### src/hw/mmpcl_pkg.sv
/*
 * Package of the multi-mode pin configuration loader: register map,
 * reset values, timing counts, pin encodings and decode tables.
 * Assumes a single 40 MHz clock and 32-bit AXI4-Lite register access.
 */
package mmpcl_pkg;

	// Timing
	localparam int CLK_FREQ_HZ    = 40_000_000;
	localparam int LOAD_TIME_MS   = 5;
	localparam int LOAD_CYCLES    =
		(LOAD_TIME_MS * (CLK_FREQ_HZ / 1000) + 0);
	localparam int LOAD_CNT_W     = 18;
	localparam int MIN_OFF_NS     = 150;
	localparam int MIN_OFF_CYCLES =
		(MIN_OFF_NS * (CLK_FREQ_HZ / 1_000_000) + 999) / 1000;

	// Register byte offsets
	localparam logic [7:0] OFF_CTRL       = 8'h00;
	localparam logic [7:0] OFF_STATUS     = 8'h04;
	localparam logic [7:0] OFF_VOUT       = 8'h08;
	localparam logic [7:0] OFF_VOUT_CEIL  = 8'h0C;
	localparam logic [7:0] OFF_BUS_ADDR   = 8'h10;
	localparam logic [7:0] OFF_FREQ_SEL   = 8'h14;
	localparam logic [7:0] OFF_UVLO       = 8'h18;
	localparam logic [7:0] OFF_COMP       = 8'h1C;
	localparam logic [7:0] OFF_UV_THRESH  = 8'h20;
	localparam logic [7:0] OFF_OV_THRESH  = 8'h24;
	localparam logic [7:0] OFF_IRQ_STATUS = 8'h28;
	localparam logic [7:0] OFF_IRQ_MASK   = 8'h2C;

	// Field positions
	localparam int CTRL_RESTORE_BIT = 0;
	localparam int CTRL_SW_EN_BIT   = 1;
	localparam int IRQ_LOAD_DONE    = 0;
	localparam int IRQ_UNDERVOLT    = 1;
	localparam int IRQ_OVERVOLT     = 2;
	localparam int IRQ_W            = 3;

	// Reset values, bus responses, resistor code limit and pin indices
	localparam logic [15:0] VOUT_RESET      = 16'h04B0;
	localparam logic [1:0]  FREQ_RESET      = 2'h1;
	localparam logic [5:0]  UVLO_RESET      = 6'h00;
	localparam logic [15:0] COMP_RESET      = 16'h1040;
	localparam logic [15:0] UV_RESET        = 16'h0000;
	localparam logic [15:0] OV_RESET        = 16'hFFFF;
	localparam logic [6:0]  BUS_ADDR_BASE   = 7'h20;
	localparam logic [1:0]  RESP_OKAY       = 2'h0;
	localparam logic [1:0]  RESP_SLVERR     = 2'h2;
	localparam logic [4:0]  RES_CODE_LAST   = 5'h1E;
	localparam int          NUM_PINS        = 4;
	localparam int          PIN_ADDR        = 0;
	localparam int          PIN_OUTPUT_VOLTAGE_SELECT_PIN        = 1;
	localparam int          PIN_FREQ        = 2;
	localparam int          PIN_UVLO        = 3;

	typedef enum logic [1:0] {
		KIND_LOW  = 2'b00,
		KIND_OPEN = 2'b01,
		KIND_HIGH = 2'b10,
		KIND_RES  = 2'b11
	} mmpcl_kind_t;

	// Comparator and resistance-sense results of one pin
	typedef struct packed {
		logic       below_low;
		logic       above_high;
		logic       res_valid;
		logic [4:0] res_code;
	} mmpcl_pin_raw_t;

	typedef struct packed {
		mmpcl_kind_t kind;
		logic [4:0]  code;
	} mmpcl_setting_t;

	// Switching period in clock cycles per frequency select
	function automatic logic [7:0] period_cycles(input logic [1:0] sel);
		unique case (sel)
			2'h0: period_cycles = 8'h28;
			2'h1: period_cycles = 8'h50;
			2'h2: period_cycles = 8'hA0;
			2'h3: period_cycles = 8'hC8;
		endcase
	endfunction

	// Linear selection index: low, open, high, then resistor codes
	function automatic logic [5:0] setting_index(input mmpcl_setting_t s);
		unique case (s.kind)
			KIND_LOW:  setting_index = 6'h00;
			KIND_OPEN: setting_index = 6'h01;
			KIND_HIGH: setting_index = 6'h02;
			KIND_RES:  setting_index = 6'(s.code) + 6'h03;
		endcase
	endfunction

	// Output voltage target in millivolts
	function automatic logic [15:0] output_voltage_select_pin_mv(input mmpcl_setting_t s);
		logic [15:0] tbl [31];
		tbl = '{16'h0258, 16'h02BC, 16'h02EE, 16'h0320, 16'h0384,
			16'h03E8, 16'h044C, 16'h04B0, 16'h04E2, 16'h0514,
			16'h0578, 16'h05DC, 16'h0640, 16'h06A4, 16'h0708,
			16'h076C, 16'h07D0, 16'h0834, 16'h0898, 16'h08FC,
			16'h0960, 16'h09C4, 16'h0A28, 16'h0A8C, 16'h0AF0,
			16'h0B54, 16'h0BB8, 16'h0C1C, 16'h0C80, 16'h0CE4,
			16'h1388};
		unique case (s.kind)
			KIND_LOW:  output_voltage_select_pin_mv = 16'h04B0;
			KIND_OPEN: output_voltage_select_pin_mv = 16'h05DC;
			KIND_HIGH: output_voltage_select_pin_mv = 16'h0CE4;
			KIND_RES:  output_voltage_select_pin_mv = tbl[s.code];
		endcase
	endfunction

	function automatic logic [31:0] apply_strb(input logic [31:0] old,
		input logic [31:0] nw, input logic [3:0] strb);
		apply_strb = old;
		for (int i = 0; i < 4; i++) begin
			if (strb[i]) begin
				apply_strb[8*i +: 8] = nw[8*i +: 8];
			end
		end
	endfunction

endpackage

### src/hw/mmpcl_pin_decoder.sv
/*
 * Decoder of one multi-mode configuration pin.
 * Assumes comparator and resistance-sense results synchronous to aclk.
 */
`timescale 1ns/100ps
module mmpcl_pin_decoder (
	// Clock and reset
	input  wire logic                     aclk,
	input  wire logic                     aresetn,
	// Capture request
	input  wire logic                     sample,
	// Pin sense results
	input  wire mmpcl_pkg::mmpcl_pin_raw_t raw,
	// Held setting
	output mmpcl_pkg::mmpcl_setting_t     setting
);
	import mmpcl_pkg::*;

	mmpcl_setting_t setting_reg;
	mmpcl_setting_t setting_next;

	always_comb begin
		setting_next.code = 5'h00;
		if (raw.below_low) begin
			setting_next.kind = KIND_LOW;
		end else if (raw.above_high) begin
			setting_next.kind = KIND_HIGH;
		end else if (raw.res_valid && raw.res_code <= RES_CODE_LAST) begin
			setting_next.kind = KIND_RES;
			setting_next.code = raw.res_code;
		end else begin
			setting_next.kind = KIND_OPEN;
		end
	end

	always_ff @(posedge aclk) begin
		if (!aresetn) begin
			setting_reg <= '{kind: KIND_OPEN, code: 5'h00};
		end else if (sample) begin
			setting_reg <= setting_next;
		end
	end

	assign setting = setting_reg;

endmodule // mmpcl_pin_decoder

### src/hw/mmpcl_loader.sv
/*
 * Configuration loader of a digital step-down converter: pin capture,
 * stored-value load, register file over AXI4-Lite, compensation filter,
 * switching modulator and threshold alerts.
 * Assumes one 40 MHz clock; pin, error and measurement inputs are
 * synchronous to it.
 */
// Decided for this implementation: the address map and register access over AXI4-Lite.
`timescale 1ns/100ps

module mmpcl_loader #(
	parameter int LOAD_CYCLES_P = mmpcl_pkg::LOAD_CYCLES
) (
	// Clock and reset
	input  wire logic                                   aclk,
	input  wire logic                                   aresetn,
	// AXI4-Lite slave
	input  wire logic [7:0]                             s_axi_awaddr,
	input  wire logic                                   s_axi_awvalid,
	output logic                                        s_axi_awready,
	input  wire logic [31:0]                            s_axi_wdata,
	input  wire logic [3:0]                             s_axi_wstrb,
	input  wire logic                                   s_axi_wvalid,
	output logic                                        s_axi_wready,
	output logic [1:0]                                  s_axi_bresp,
	output logic                                        s_axi_bvalid,
	input  wire logic                                   s_axi_bready,
	input  wire logic [7:0]                             s_axi_araddr,
	input  wire logic                                   s_axi_arvalid,
	output logic                                        s_axi_arready,
	output logic [31:0]                                 s_axi_rdata,
	output logic [1:0]                                  s_axi_rresp,
	output logic                                        s_axi_rvalid,
	input  wire logic                                   s_axi_rready,
	// Multi-mode pins
	input  wire mmpcl_pkg::mmpcl_pin_raw_t [3:0]        pins_raw,
	// Stored user values
	input  wire logic                                   nvm_present,
	input  wire logic [15:0]                            nvm_vout,
	input  wire logic [1:0]                             nvm_freq_sel,
	// Enable and loop
	input  wire logic                                   enable_pin,
	input  wire logic                                   err_valid,
	input  wire logic signed [11:0]                     err_sample,
	input  wire logic                                   vout_meas_valid,
	input  wire logic [15:0]                            vout_meas,
	// Switch drive and status
	output logic                                        high_side_on,
	output logic                                        low_side_on,
	output logic                                        config_ready,
	output logic                                        irq
);
	import mmpcl_pkg::*;

	typedef enum logic [1:0] {
		ST_POWERUP = 2'b00,
		ST_MEMCHK  = 2'b01,
		ST_PINLOAD = 2'b10,
		ST_READY   = 2'b11
	} mmpcl_state_t;

	mmpcl_state_t             state_reg;
	logic [LOAD_CNT_W-1:0]    load_cnt_reg;
	mmpcl_setting_t [3:0]     pin_set;
	logic                     sample;
	logic                     load_end;
	logic                     bus_open;
	logic                     aw_held_reg, w_held_reg, bvalid_reg;
	logic [7:0]               awaddr_reg;
	logic [31:0]              wdata_reg;
	logic [3:0]               wstrb_reg;
	logic                     wr_fire;
	logic [31:0]              wr_val;
	logic                     rvalid_reg;
	logic [31:0]              rdata_reg;
	logic [1:0]               rresp_reg, bresp_reg;
	logic                     restore_req;
	logic                     sw_en_reg;
	logic [15:0]              vout_reg, ceil_reg, uv_reg, ov_reg, comp_reg;
	logic [6:0]               bus_addr_reg;
	logic [1:0]               freq_reg;
	logic [5:0]               uvlo_reg;
	logic [IRQ_W-1:0]         irq_stat_reg, irq_mask_reg, irq_evt;
	logic                     rd_clear;
	logic                     run;
	logic [7:0]               period, duty_max, pwm_cnt_reg, duty_reg;
	logic signed [23:0]       integ_reg, integ_sum, duty_acc;
	logic signed [20:0]       p_term, i_term;
	logic [7:0]               duty_next;
	logic [16:0]              ceil_calc;
	logic                     hs_reg, ls_reg;
	logic                     done_evt;

	// Pin decoders
	for (genvar i = 0; i < NUM_PINS; i++) begin : g_pin
		mmpcl_pin_decoder u_dec (
			.aclk    (aclk),
			.aresetn (aresetn),
			.sample  (sample),
			.raw     (pins_raw[i]),
			.setting (pin_set[i])
		);
	end

	// Load sequencing
	assign load_end = (state_reg == ST_MEMCHK) &&
		(load_cnt_reg >= LOAD_CNT_W'(LOAD_CYCLES_P - 1));
	assign sample   = load_end;
	assign bus_open = (state_reg == ST_READY);
	assign done_evt = (state_reg == ST_PINLOAD);

	always_ff @(posedge aclk) begin
		if (!aresetn) begin
			state_reg    <= ST_POWERUP;
			load_cnt_reg <= '0;
		end else begin
			unique case (state_reg)
				ST_POWERUP: state_reg <= ST_MEMCHK;
				ST_MEMCHK: begin
					load_cnt_reg <= load_cnt_reg + 1'b1;
					if (load_end) begin
						state_reg <= ST_PINLOAD;
					end
				end
				ST_PINLOAD: state_reg <= ST_READY;
				ST_READY: begin
					load_cnt_reg <= '0;
					if (restore_req) begin
						state_reg <= ST_MEMCHK;
					end
				end
			endcase
		end
	end

	// Write channel
	assign s_axi_awready = bus_open && !aw_held_reg && !bvalid_reg;
	assign s_axi_wready  = bus_open && !w_held_reg && !bvalid_reg;
	assign wr_fire       = aw_held_reg && w_held_reg && !bvalid_reg;
	assign wr_val        = apply_strb(32'h0, wdata_reg, wstrb_reg);

	always_ff @(posedge aclk) begin
		if (!aresetn) begin
			aw_held_reg <= 1'b0;
			w_held_reg  <= 1'b0;
			bvalid_reg  <= 1'b0;
			awaddr_reg  <= 8'h00;
			wdata_reg   <= 32'h0;
			wstrb_reg   <= 4'h0;
			bresp_reg   <= RESP_OKAY;
		end else begin
			if (s_axi_awvalid && s_axi_awready) begin
				aw_held_reg <= 1'b1;
				awaddr_reg  <= s_axi_awaddr;
			end
			if (s_axi_wvalid && s_axi_wready) begin
				w_held_reg <= 1'b1;
				wdata_reg  <= s_axi_wdata;
				wstrb_reg  <= s_axi_wstrb;
			end
			if (wr_fire) begin
				aw_held_reg <= 1'b0;
				w_held_reg  <= 1'b0;
				bvalid_reg  <= 1'b1;
				unique case (awaddr_reg)
					OFF_CTRL, OFF_VOUT, OFF_FREQ_SEL, OFF_UVLO,
					OFF_COMP, OFF_UV_THRESH, OFF_OV_THRESH,
					OFF_IRQ_MASK: bresp_reg <= RESP_OKAY;
					default:      bresp_reg <= RESP_SLVERR;
				endcase
			end else if (bvalid_reg && s_axi_bready) begin
				bvalid_reg <= 1'b0;
			end
		end
	end

	assign restore_req = wr_fire && awaddr_reg == OFF_CTRL &&
		wstrb_reg[0] && wdata_reg[CTRL_RESTORE_BIT];

	// Configuration registers: stored values, then pins, then host
	assign ceil_calc = (17'(output_voltage_select_pin_mv(pin_set[PIN_OUTPUT_VOLTAGE_SELECT_PIN])) * 17'd11) /
		17'd10;

	always_ff @(posedge aclk) begin
		if (!aresetn) begin
			vout_reg     <= VOUT_RESET;
			freq_reg     <= FREQ_RESET;
			uvlo_reg     <= UVLO_RESET;
			ceil_reg     <= 16'h0000;
			bus_addr_reg <= BUS_ADDR_BASE;
			comp_reg     <= COMP_RESET;
			uv_reg       <= UV_RESET;
			ov_reg       <= OV_RESET;
			sw_en_reg    <= 1'b0;
			irq_mask_reg <= '0;
		end else if (load_end && nvm_present) begin
			vout_reg <= nvm_vout;
			freq_reg <= nvm_freq_sel;
		end else if (state_reg == ST_PINLOAD) begin
			bus_addr_reg <= BUS_ADDR_BASE +
				7'(setting_index(pin_set[PIN_ADDR]));
			ceil_reg     <= ceil_calc[15:0];
			if (!nvm_present || pin_set[PIN_OUTPUT_VOLTAGE_SELECT_PIN].kind != KIND_OPEN) begin
				vout_reg <= output_voltage_select_pin_mv(pin_set[PIN_OUTPUT_VOLTAGE_SELECT_PIN]);
			end
			if (!nvm_present || pin_set[PIN_FREQ].kind != KIND_OPEN) begin
				freq_reg <= 2'(setting_index(pin_set[PIN_FREQ]));
			end
			uvlo_reg <= setting_index(pin_set[PIN_UVLO]);
		end else if (wr_fire) begin
			unique case (awaddr_reg)
				OFF_CTRL:      sw_en_reg <= wr_val[CTRL_SW_EN_BIT];
				OFF_VOUT:      vout_reg  <= (wr_val[15:0] > ceil_reg) ?
					ceil_reg : wr_val[15:0];
				OFF_FREQ_SEL:  freq_reg  <= wr_val[1:0];
				OFF_UVLO:      uvlo_reg  <= wr_val[5:0];
				OFF_COMP:      comp_reg  <= wr_val[15:0];
				OFF_UV_THRESH: uv_reg    <= wr_val[15:0];
				OFF_OV_THRESH: ov_reg    <= wr_val[15:0];
				OFF_IRQ_MASK:  irq_mask_reg <= wr_val[IRQ_W-1:0];
				default:       ;
			endcase
		end
	end

	// Read channel
	assign s_axi_arready = bus_open && !rvalid_reg;
	assign rd_clear = s_axi_arvalid && s_axi_arready &&
		s_axi_araddr == OFF_IRQ_STATUS;

	always_ff @(posedge aclk) begin
		if (!aresetn) begin
			rvalid_reg <= 1'b0;
			rdata_reg  <= 32'h0;
			rresp_reg  <= RESP_OKAY;
		end else if (s_axi_arvalid && s_axi_arready) begin
			rvalid_reg <= 1'b1;
			rresp_reg  <= RESP_OKAY;
			rdata_reg  <= 32'h0;
			unique case (s_axi_araddr)
				OFF_CTRL:      rdata_reg <= {30'h0, sw_en_reg, 1'b0};
				OFF_STATUS:    rdata_reg <= {30'h0, state_reg};
				OFF_VOUT:      rdata_reg <= {16'h0, vout_reg};
				OFF_VOUT_CEIL: rdata_reg <= {16'h0, ceil_reg};
				OFF_BUS_ADDR:  rdata_reg <= {25'h0, bus_addr_reg};
				OFF_FREQ_SEL:  rdata_reg <= {30'h0, freq_reg};
				OFF_UVLO:      rdata_reg <= {26'h0, uvlo_reg};
				OFF_COMP:      rdata_reg <= {16'h0, comp_reg};
				OFF_UV_THRESH: rdata_reg <= {16'h0, uv_reg};
				OFF_OV_THRESH: rdata_reg <= {16'h0, ov_reg};
				OFF_IRQ_STATUS: rdata_reg <= {29'h0, irq_stat_reg};
				OFF_IRQ_MASK:  rdata_reg <= {29'h0, irq_mask_reg};
				default:       rresp_reg <= RESP_SLVERR;
			endcase
		end else if (rvalid_reg && s_axi_rready) begin
			rvalid_reg <= 1'b0;
		end
	end

	// Alerts: set wins over read-clear
	assign irq_evt[IRQ_LOAD_DONE] = done_evt;
	assign irq_evt[IRQ_UNDERVOLT] = run && vout_meas_valid &&
		vout_meas < uv_reg;
	assign irq_evt[IRQ_OVERVOLT]  = run && vout_meas_valid &&
		vout_meas > ov_reg;

	always_ff @(posedge aclk) begin
		if (!aresetn) begin
			irq_stat_reg <= '0;
		end else begin
			irq_stat_reg <= (rd_clear ? '0 : irq_stat_reg) | irq_evt;
		end
	end

	// Compensation filter
	assign run = bus_open && (enable_pin || sw_en_reg);
	assign p_term = $signed({1'b0, comp_reg[7:0]}) * err_sample;
	assign i_term = $signed({1'b0, comp_reg[15:8]}) * err_sample;
	assign integ_sum = integ_reg + 24'(i_term);
	assign duty_acc  = integ_sum + 24'(p_term);
	assign period    = period_cycles(freq_reg);
	assign duty_max  = period - 8'(MIN_OFF_CYCLES);

	always_comb begin
		if (duty_acc[23]) begin
			duty_next = 8'h00;
		end else if (duty_acc[23:8] > {8'h00, duty_max}) begin
			duty_next = duty_max;
		end else begin
			duty_next = duty_acc[15:8];
		end
	end

	always_ff @(posedge aclk) begin
		if (!aresetn || !run) begin
			integ_reg <= 24'h000000;
		end else if (err_valid) begin
			integ_reg <= integ_sum;
		end
	end

	// Modulator
	always_ff @(posedge aclk) begin
		if (!aresetn || !run) begin
			pwm_cnt_reg <= 8'h00;
			duty_reg    <= 8'h00;
			hs_reg      <= 1'b0;
			ls_reg      <= 1'b0;
		end else begin
			if (pwm_cnt_reg >= period - 8'h01) begin
				pwm_cnt_reg <= 8'h00;
				duty_reg    <= duty_next;
			end else begin
				pwm_cnt_reg <= pwm_cnt_reg + 8'h01;
			end
			hs_reg <= pwm_cnt_reg < duty_reg;
			ls_reg <= !(pwm_cnt_reg < duty_reg);
		end
	end

	assign s_axi_bvalid = bvalid_reg;
	assign s_axi_bresp  = bresp_reg;
	assign s_axi_rvalid = rvalid_reg;
	assign s_axi_rdata  = rdata_reg;
	assign s_axi_rresp  = rresp_reg;
	assign high_side_on = hs_reg;
	assign low_side_on  = ls_reg;
	assign config_ready = bus_open;
	assign irq          = |(irq_stat_reg & irq_mask_reg);

endmodule // mmpcl_loader

### config.mk
export PLATFORM = sky130hd
export DESIGN_NAME = mmpcl_loader
export DESIGN_NICKNAME = d
export VERILOG_FILES = /design/src/hw/mmpcl_pkg.sv /design/src/hw/mmpcl_pin_decoder.sv /design/src/hw/mmpcl_loader.sv
export SDC_FILE = /design/constraint.sdc
export NUM_CORES = 1
export LEC_CHECK = 0
export ABC_AREA = 1
export BUFFER_PORTS_ARGS = -buffer_cell sky130_fd_sc_hd__buf_2
export CORE_MARGIN = 2
export CORE_UTILIZATION = 40
export DETAILED_ROUTE_END_ITERATION = 10
export PLACE_DENSITY = 0.67
export SLEW_MARGIN = 10
export SYNTH_ARGS = -nofsm -noshare
export SYNTH_HDL_FRONTEND = slang
export SYNTH_SLANG_ARGS = --single-unit
### constraint.sdc
create_clock -name aclk -period 11.5 [get_ports aclk]
set_input_delay 1.725 -clock aclk [delete_from_list [all_inputs] [get_ports aclk]]
set_output_delay 1.725 -clock aclk [all_outputs]
set_load 0.005 [all_outputs]
Yosys cells after proc, flatten, opt, wreduce, memory -nomap -nowiden
Memories as Yosys holds them, arrays and structs flattened.
Index checks and enable logic that the tools add are counted.
{ "word_totals": {"ff_bits": 255, "romBits": 512, "in_bits": 141, "wordCells": 244, "n_memories": 1} }
{ "op_classes": {"add_sub_neg": 10, "mul": 3, "div": 1, "order_cmp": 12, "eq_ne": 42, "mux": 64, "bitwise_logic": 6, "n_reduce_logical": 69} }
{ "memory_table": {"columns": ["name", "words", "word_bits", "read_ports", "rd_clocked_by_memory_dff", "write_ports", "line_no", "source"], "rows": [
  ["(name not given)", 32, 16, 1, 0, 0, "mmpcl_pkg.sv:111", "KIND_RES: output_voltage_select_pin_mv = tbl[s.code];"]
]} }
{ "ops": {"columns": ["operator", "n"], "rows": [
  ["one-hot mux 16 bit (12 select lines)", 1],
  ["2-to-1 mux 16 bit", 8],
  ["one-hot mux 16 bit (4 select lines)", 1],
  ["equality test 8 x 5 -> 1 bit, second input constant", 7],
  ["equality test 8 x 6 -> 1 bit, second input constant", 7],
  ["adder 24 x 21 -> 24 bit", 2],
  ["2-to-1 mux 2 bit", 24],
  ["one-hot mux 6 bit (4 select lines)", 2],
  ["2-to-1 mux 5 bit", 9],
  ["multiplier 9 x 12 -> 21 bit", 2],
  ["2-to-1 mux 6 bit", 6],
  ["one-hot mux 18 bit (2 select lines)", 1],
  ["greater-than comparator 16 bit", 2],
  ["2-to-1 mux 8 bit", 4],
  ["one-hot mux 8 bit (4 select lines)", 1],
  ["logical AND 1 bit", 26],
  ["equality test 2 bit, second input constant", 12],
  ["equality test 8 x 4 -> 1 bit, second input constant", 3],
  ["less-or-equal comparator 5 bit, second input constant", 4],
  ["AND reduction 4 bit", 5],
  ["adder 18 x 1 -> 18 bit, second input constant", 1],
  ["greater-or-equal comparator 18 bit, second input constant", 1],
  ["divider 17 x 4 -> 17 bit, second input constant", 1],
  ["multiplier 16 x 4 -> 17 bit, second input constant", 1],
  ["other kinds (35)", 76]
]} }

Longest topological paths before layout
{ "logic_depth": {"depth_word": 8, "depth_mapped": 109} }

Modules after synthesis
Synthesis repeated with hierarchy kept, for this count alone.
{ "unflattened": {"cells_unflattened": 3901, "area_unflattened_um2": 26962.1} }
{ "modules_own_cells": {"columns": ["module", "instances", "cells_per_inst", "area_per_inst_um2"], "rows": [
  ["mmpcl_loader", 1, 3709, 25635.8],
  ["mmpcl_pin_decoder", 4, 48, 331.6]
]} }

Worst setup path after synthesis
Ideal clock, no wire load.
{ "synth_path": {"kind": "input -> register", "startpoint": "input err_sample[2]", "endpoint": "register duty_reg[3]", "arrival_ns": 10.534, "required_ns": 11.363, "slack_ns": 0.829, "cell_stages": 58, "path_cell_list": "clkbuf_1 -> clkbuf_1 -> nand2_1 -> fa_1 -> inv_1 -> ha_1 -> ha_1 -> inv_1 -> fa_1 -> fa_1 -> inv_1 -> ha_1 -> a21oi_1 -> nand2_1 -> xor2_1 -> fa_1 -> inv_1 -> ha_1 -> [22 not listed] -> inv_1 -> a21oi_1 -> inv_1 -> a21oi_1 -> o21ai_0 -> nand2_1 -> nand2_1 -> nand2_1 -> nand2_1 -> a21oi_1 -> nand3_1 -> nor4_1 -> o21ai_0 -> nor2_1 -> inv_1 -> clkbuf_1 -> o211ai_1 -> o22ai_1"} }
{ "synth_via": {"elab_chain_cells": 6, "word_cells_on_any_way": 7, "cone_classes": "2 x add/sub; 2 x mul; 1 x order compare; 2 x mux"} }
{ "synth_rtl": {"columns": ["item", "line_no", "source"], "rows": [
  ["start: declaration", "mmpcl_loader.sv:44", "input wire logic signed [11:0] err_sample,"],
  ["multiplier 9 x 12 -> 21 bit", "mmpcl_loader.sv:278", "assign i_term = $signed({1'b0, comp_reg[15:8]}) * err_sample;"],
  ["adder 24 x 21 -> 24 bit", "mmpcl_loader.sv:279", "assign integ_sum = integ_reg + 24'(i_term);"],
  ["adder 24 x 21 -> 24 bit *", "mmpcl_loader.sv:280", "assign duty_acc = integ_sum + 24'(p_term);"],
  ["greater-than comparator 16 x 8 -> 1 bit", "mmpcl_loader.sv:287", "end else if (duty_acc[23:8] > {8'h00, duty_max}) begin"],
  ["2-to-1 mux 8 bit", "mmpcl_loader.sv:287", null],
  ["2-to-1 mux 8 bit *", "mmpcl_loader.sv:285", "if (duty_acc[23]) begin"],
  ["end signal: assignment", "mmpcl_loader.sv:312", "duty_reg <= duty_next;"],
  ["end: declaration", "mmpcl_loader.sv:86", "logic [7:0] period, duty_max, pwm_cnt_reg, duty_reg;"]
]} }
Every way passes the cells marked *; elsewhere a longest branch is shown, timed or not.
A chain may end at the register's enable or synchronous reset.

Final worst setup path
{ "layout_path": {"startpoint": "register g_pin[1].u_dec.setting_reg (netlist bit g_pin[1].u_dec.setting[2])", "endpoint": "register ceil_reg[0]"} }
{ "layout_via": {"elab_chain_cells": 7} }
{ "layout_rtl": {"columns": ["item", "line_no", "source"], "rows": [
  ["start: declaration", "mmpcl_pin_decoder.sv:19", "mmpcl_setting_t setting_reg;"],
  ["start signal: assignment", "mmpcl_pin_decoder.sv:38", "setting_reg <= '{kind: KIND_OPEN, code: 5'h00};"],
  ["start signal: assignment", "mmpcl_pin_decoder.sv:40", "setting_reg <= setting_next;"],
  ["inverter 5 -> 6 bit (not written as such)", "mmpcl_pkg.sv:111", null],
  ["memory (32 x 16 bit)", null, null],
  ["2-to-1 mux 16 bit (2 in series)", null, null],
  ["one-hot mux 16 bit (4 select lines)", "mmpcl_pkg.sv:107", "unique case (s.kind)"],
  ["multiplier 16 x 4 -> 17 bit", "mmpcl_loader.sv:181", "assign ceil_calc = (17'(output_voltage_select_pin_mv(pin_set[PIN_OUTPUT_VOLTAGE_SELECT_PIN])) * 17'd11) /"],
  ["divider 17 x 4 -> 17 bit", "mmpcl_loader.sv:181", null],
  ["end signal: assignment", "mmpcl_loader.sv:202", "ceil_reg <= ceil_calc[15:0];"],
  ["end: declaration", "mmpcl_loader.sv:79", "logic [15:0] vout_reg, ceil_reg, uv_reg, ov_reg, comp_reg;"]
]} }
No other way between the ends. The select of a mux whose other input is x is not followed.

==> impl_results.md <==
- Row count: 94
- Die height: 260.7 um
- Layout cells sized above 1: 16.26%
- Int Power: 1689 uW
- Delay-heaviest family, CP: simple AND/OR/NAND/NOR gates
- Pin count of the biggest net entering global routing: 83
- Buf+Inv Stages, Crit Path: 19
- Post-Syn Area per Cell: 6.839 um2
- Cell leakage power: 0.01670 uW
- Number of DRC markers in iteration 0: 1531
- # fillers: 6657
- Crit path capture type: register
- Vias: 25100
- Synth Flop Type: dfxtp_1
- CP peak stage delay: 0.50 ns
- WL/cell: 14.98 um
- Root buffer cell: clkbuf_16
- Worst setup path class: register to register
- GRT Overall Usage: 21.96%
- Final period util: 96.96%
- Initial antenna violation count: 14
- DRC: 0
- Sequential Power Share: 36.0%
- Status: finished, final reports clean
- IO Port Bufs: 149
- Skew-Pair Late Insertion Delay: 0.60 ns
- Layout area overhead: 17.52%
- Setup TNS: 0 ns
- Max Buffers Root-to-Sink: 3
- Mapped cell area: 26360 um2
- Sw Share: 33.53%
- Most common cell after layout, fill and taps aside: nand2_1
- Final Setup Violations: 0
- Clock power frac: 38.9%
- Worst path most repeated cell: nand2_1
- Final Net Count: 4725
- Async S/R FF share, synth: 0%
- Max Freq: 0.08969 GHz
- Die Span X: 260.7 um
- Net Sw Power: 852.0 uW
- Final Critical Period: 11.15 ns
- Max_slew headroom: 33.55%
- Hold slack final: 0.4634 ns
- Max reg flops: 25
- Post-Place Cell Area: 29250 um2
- Core area: 65510 um2
- Worst min path class: register to register
- GP Congestion: 0.9052
- DRT Wirelength: 75.55 mm
- Total CTS buffers: 28
- R2R setup slack: 0.35 ns
- Final core utilization: 47.28%
- Initial Utilization: 40.23%
- Clk slew on worst S/H paths: 0.06 ns
- Max Cap Violations: 0
- DPL Wire Length: 60.91 mm
- DR vias/cell: 4.977
- Total gr overflow: 0
- DP Worst Slack: 0.01648 ns
- Slew at the pin closest to its max-slew limit: 0.9891 ns
- Critical path peak fanout: 14
- Distinct cell type count after synthesis: 58
- VDD IR max: 118.1 uV
- Slew Viols, Final: 0
- Comb pwr share: 25.2%
- Final WS setup: 0.3500 ns
- First-pass DRT Iterations: 5
- Vias in the first global route: 24090
- Post-synth EDFFs: 0
- Die Area: 67960 um2
- TritonCTS clock tree: built
- # H-tree levels: 1
- Post-Synthesis Cells: 3854
- RSZ-0062 raised after global routing: yes
- Worst-case clock skew: 0.05956 ns
- Commonest non-fill, non-tap cells in the layout: 828 x nand2_1, 819 x inv_1, 236 x buf_4, 235 x a21oi_1, 231 x dfxtp_1
- Post-synthesis register bit count: 235
- Final instance area: 30980 um2
- PwrDens: 82.02 nW/um2
- Slowest cell on crit path: fa_1
- Required time of the critical path: 12.00 ns
- Synth warnings: 0
- First-pass GRT wire length: 120.5 mm
- IO Count: 186
- Clk sinks: 235
- CP startpoint kind: register
- Register area share after synthesis: 17.85%
- Final Hold Viols: 0
- Arr. time, crit path: 11.65 ns
- Antenna Nets Post-Route: 0
-- Yosys cell counts (7+ instances only) --
master | n | area share (%)
nor2_4 | 9 | 0.38
a31oi_1 | 7 | 0.17
a221oi_1 | 15 | 0.50
nand2_4 | 18 | 0.77
clkbuf_1 | 104 | 1.5
xnor2_1 | 18 | 0.60
o22ai_1 | 25 | 0.59
xor2_1 | 44 | 1.5
clkinv_1 | 11 | 0.16
o2111ai_1 | 7 | 0.23
a211oi_1 | 8 | 0.23
o21a_1 | 9 | 0.26
inv_1 | 825 | 12
ha_1 | 221 | 10
o21ai_0 | 176 | 3.3
o21ai_1 | 10 | 0.19
nor2_1 | 237 | 3.4
a21oi_1 | 242 | 4.6
buf_4 | 20 | 0.57
nand4_1 | 65 | 1.5
dfxtp_1 | 235 | 18
nand3b_1 | 8 | 0.23
o211ai_1 | 63 | 1.8
nand2_1 | 846 | 12
o221ai_1 | 15 | 0.50
nand2_2 | 53 | 1.3
inv_2 | 31 | 0.44
nor2_2 | 14 | 0.33
nor4_1 | 9 | 0.21
fa_1 | 208 | 16
nand3_2 | 16 | 0.61
nor3_1 | 31 | 0.59
nand3_1 | 191 | 3.6
-- area by class of cell --
class	instances	area (um2)	share of cell area, %
Multi-Input combinational cell	2633	18310	59.12
Sequential cell	235	4710	15.20
Inverter	867	3269	10.55
Timing Repair Buffer	390	2574	8.309
Tap cell	864	1081	3.490
Clock buffer	38	788.3	2.545
Clock inverter	14	234.0	0.7553
Antenna cell	3	7.507	0.02424
-- path summary, 6_finish.rpt --
path,from,endpoint,cells after the start
max reg2reg,g_pin[1].u_dec.setting[2],ceil_reg[0],96
min,s_axi_rdata[12],s_axi_rdata[12],2
max,g_pin[1].u_dec.setting[2],ceil_reg[0],96
min reg2reg,s_axi_rdata[12],s_axi_rdata[12],2
-- logic make-up after synthesis --
family,share of synthesized area (%)
AO/OA/AOI/OAI,13.54
adder cells (fa/ha/maj),26.29
XOR/XNOR,2.060
flip-flops,17.85
other,0.01423
buffers and inverters,14.71
AND/OR/NAND/NOR,25.54
-- through the flow --
step | cells | total power, uW
after global placement | 4962 | 1551
after detailed placement | 4962 | 1564
final | 5044 | 2541
after CTS | 5014 | 2549
after floorplan | 3871 | 1386
after global routing | 5041 | 2688
-- power groups by stage --
stage / Combinational (uW) / Sequential (uW) / Clock (uW)
finish: 640 / 914 / 987
CTS: 637 / 913 / 999
detailed placement: 633 / 930 / 0
global placement: 622 / 929 / 0
global route: 736 / 920 / 1030
floorplan: 467 / 919 / 0
-- worst reg2reg max path: cells and delay by family, from the launching register on --
kind	cells	cell delay [ns]
buffers and inverters	19	2.06
DFF	1	0.35
AOI/OAI and AO/OA	7	1.12
adders and majority gates	3	1.06
and+or+nand+nor	67	6.42
-- metal layers --
layer / wire length, um / up-vias / track usage [%]
li1: - / 12680 / -
met1: 32100 / 11730 / 27.48
met2: 36570 / 570 / 38.83
met3: 4759 / 113 / 3.535
met4: 2060 / 12 / 6.127
met5: 63 / - / 0
-- what timing repair did --
item	in CTS	in global routing
pin swaps	0	23
hold buffers	0	0
endpoints found under the setup margin	1	9
gates resized for setup	1	119
buffers inserted	0	25
cloned	0	2
Note: power is estimated with default switching activity, not from simulation.
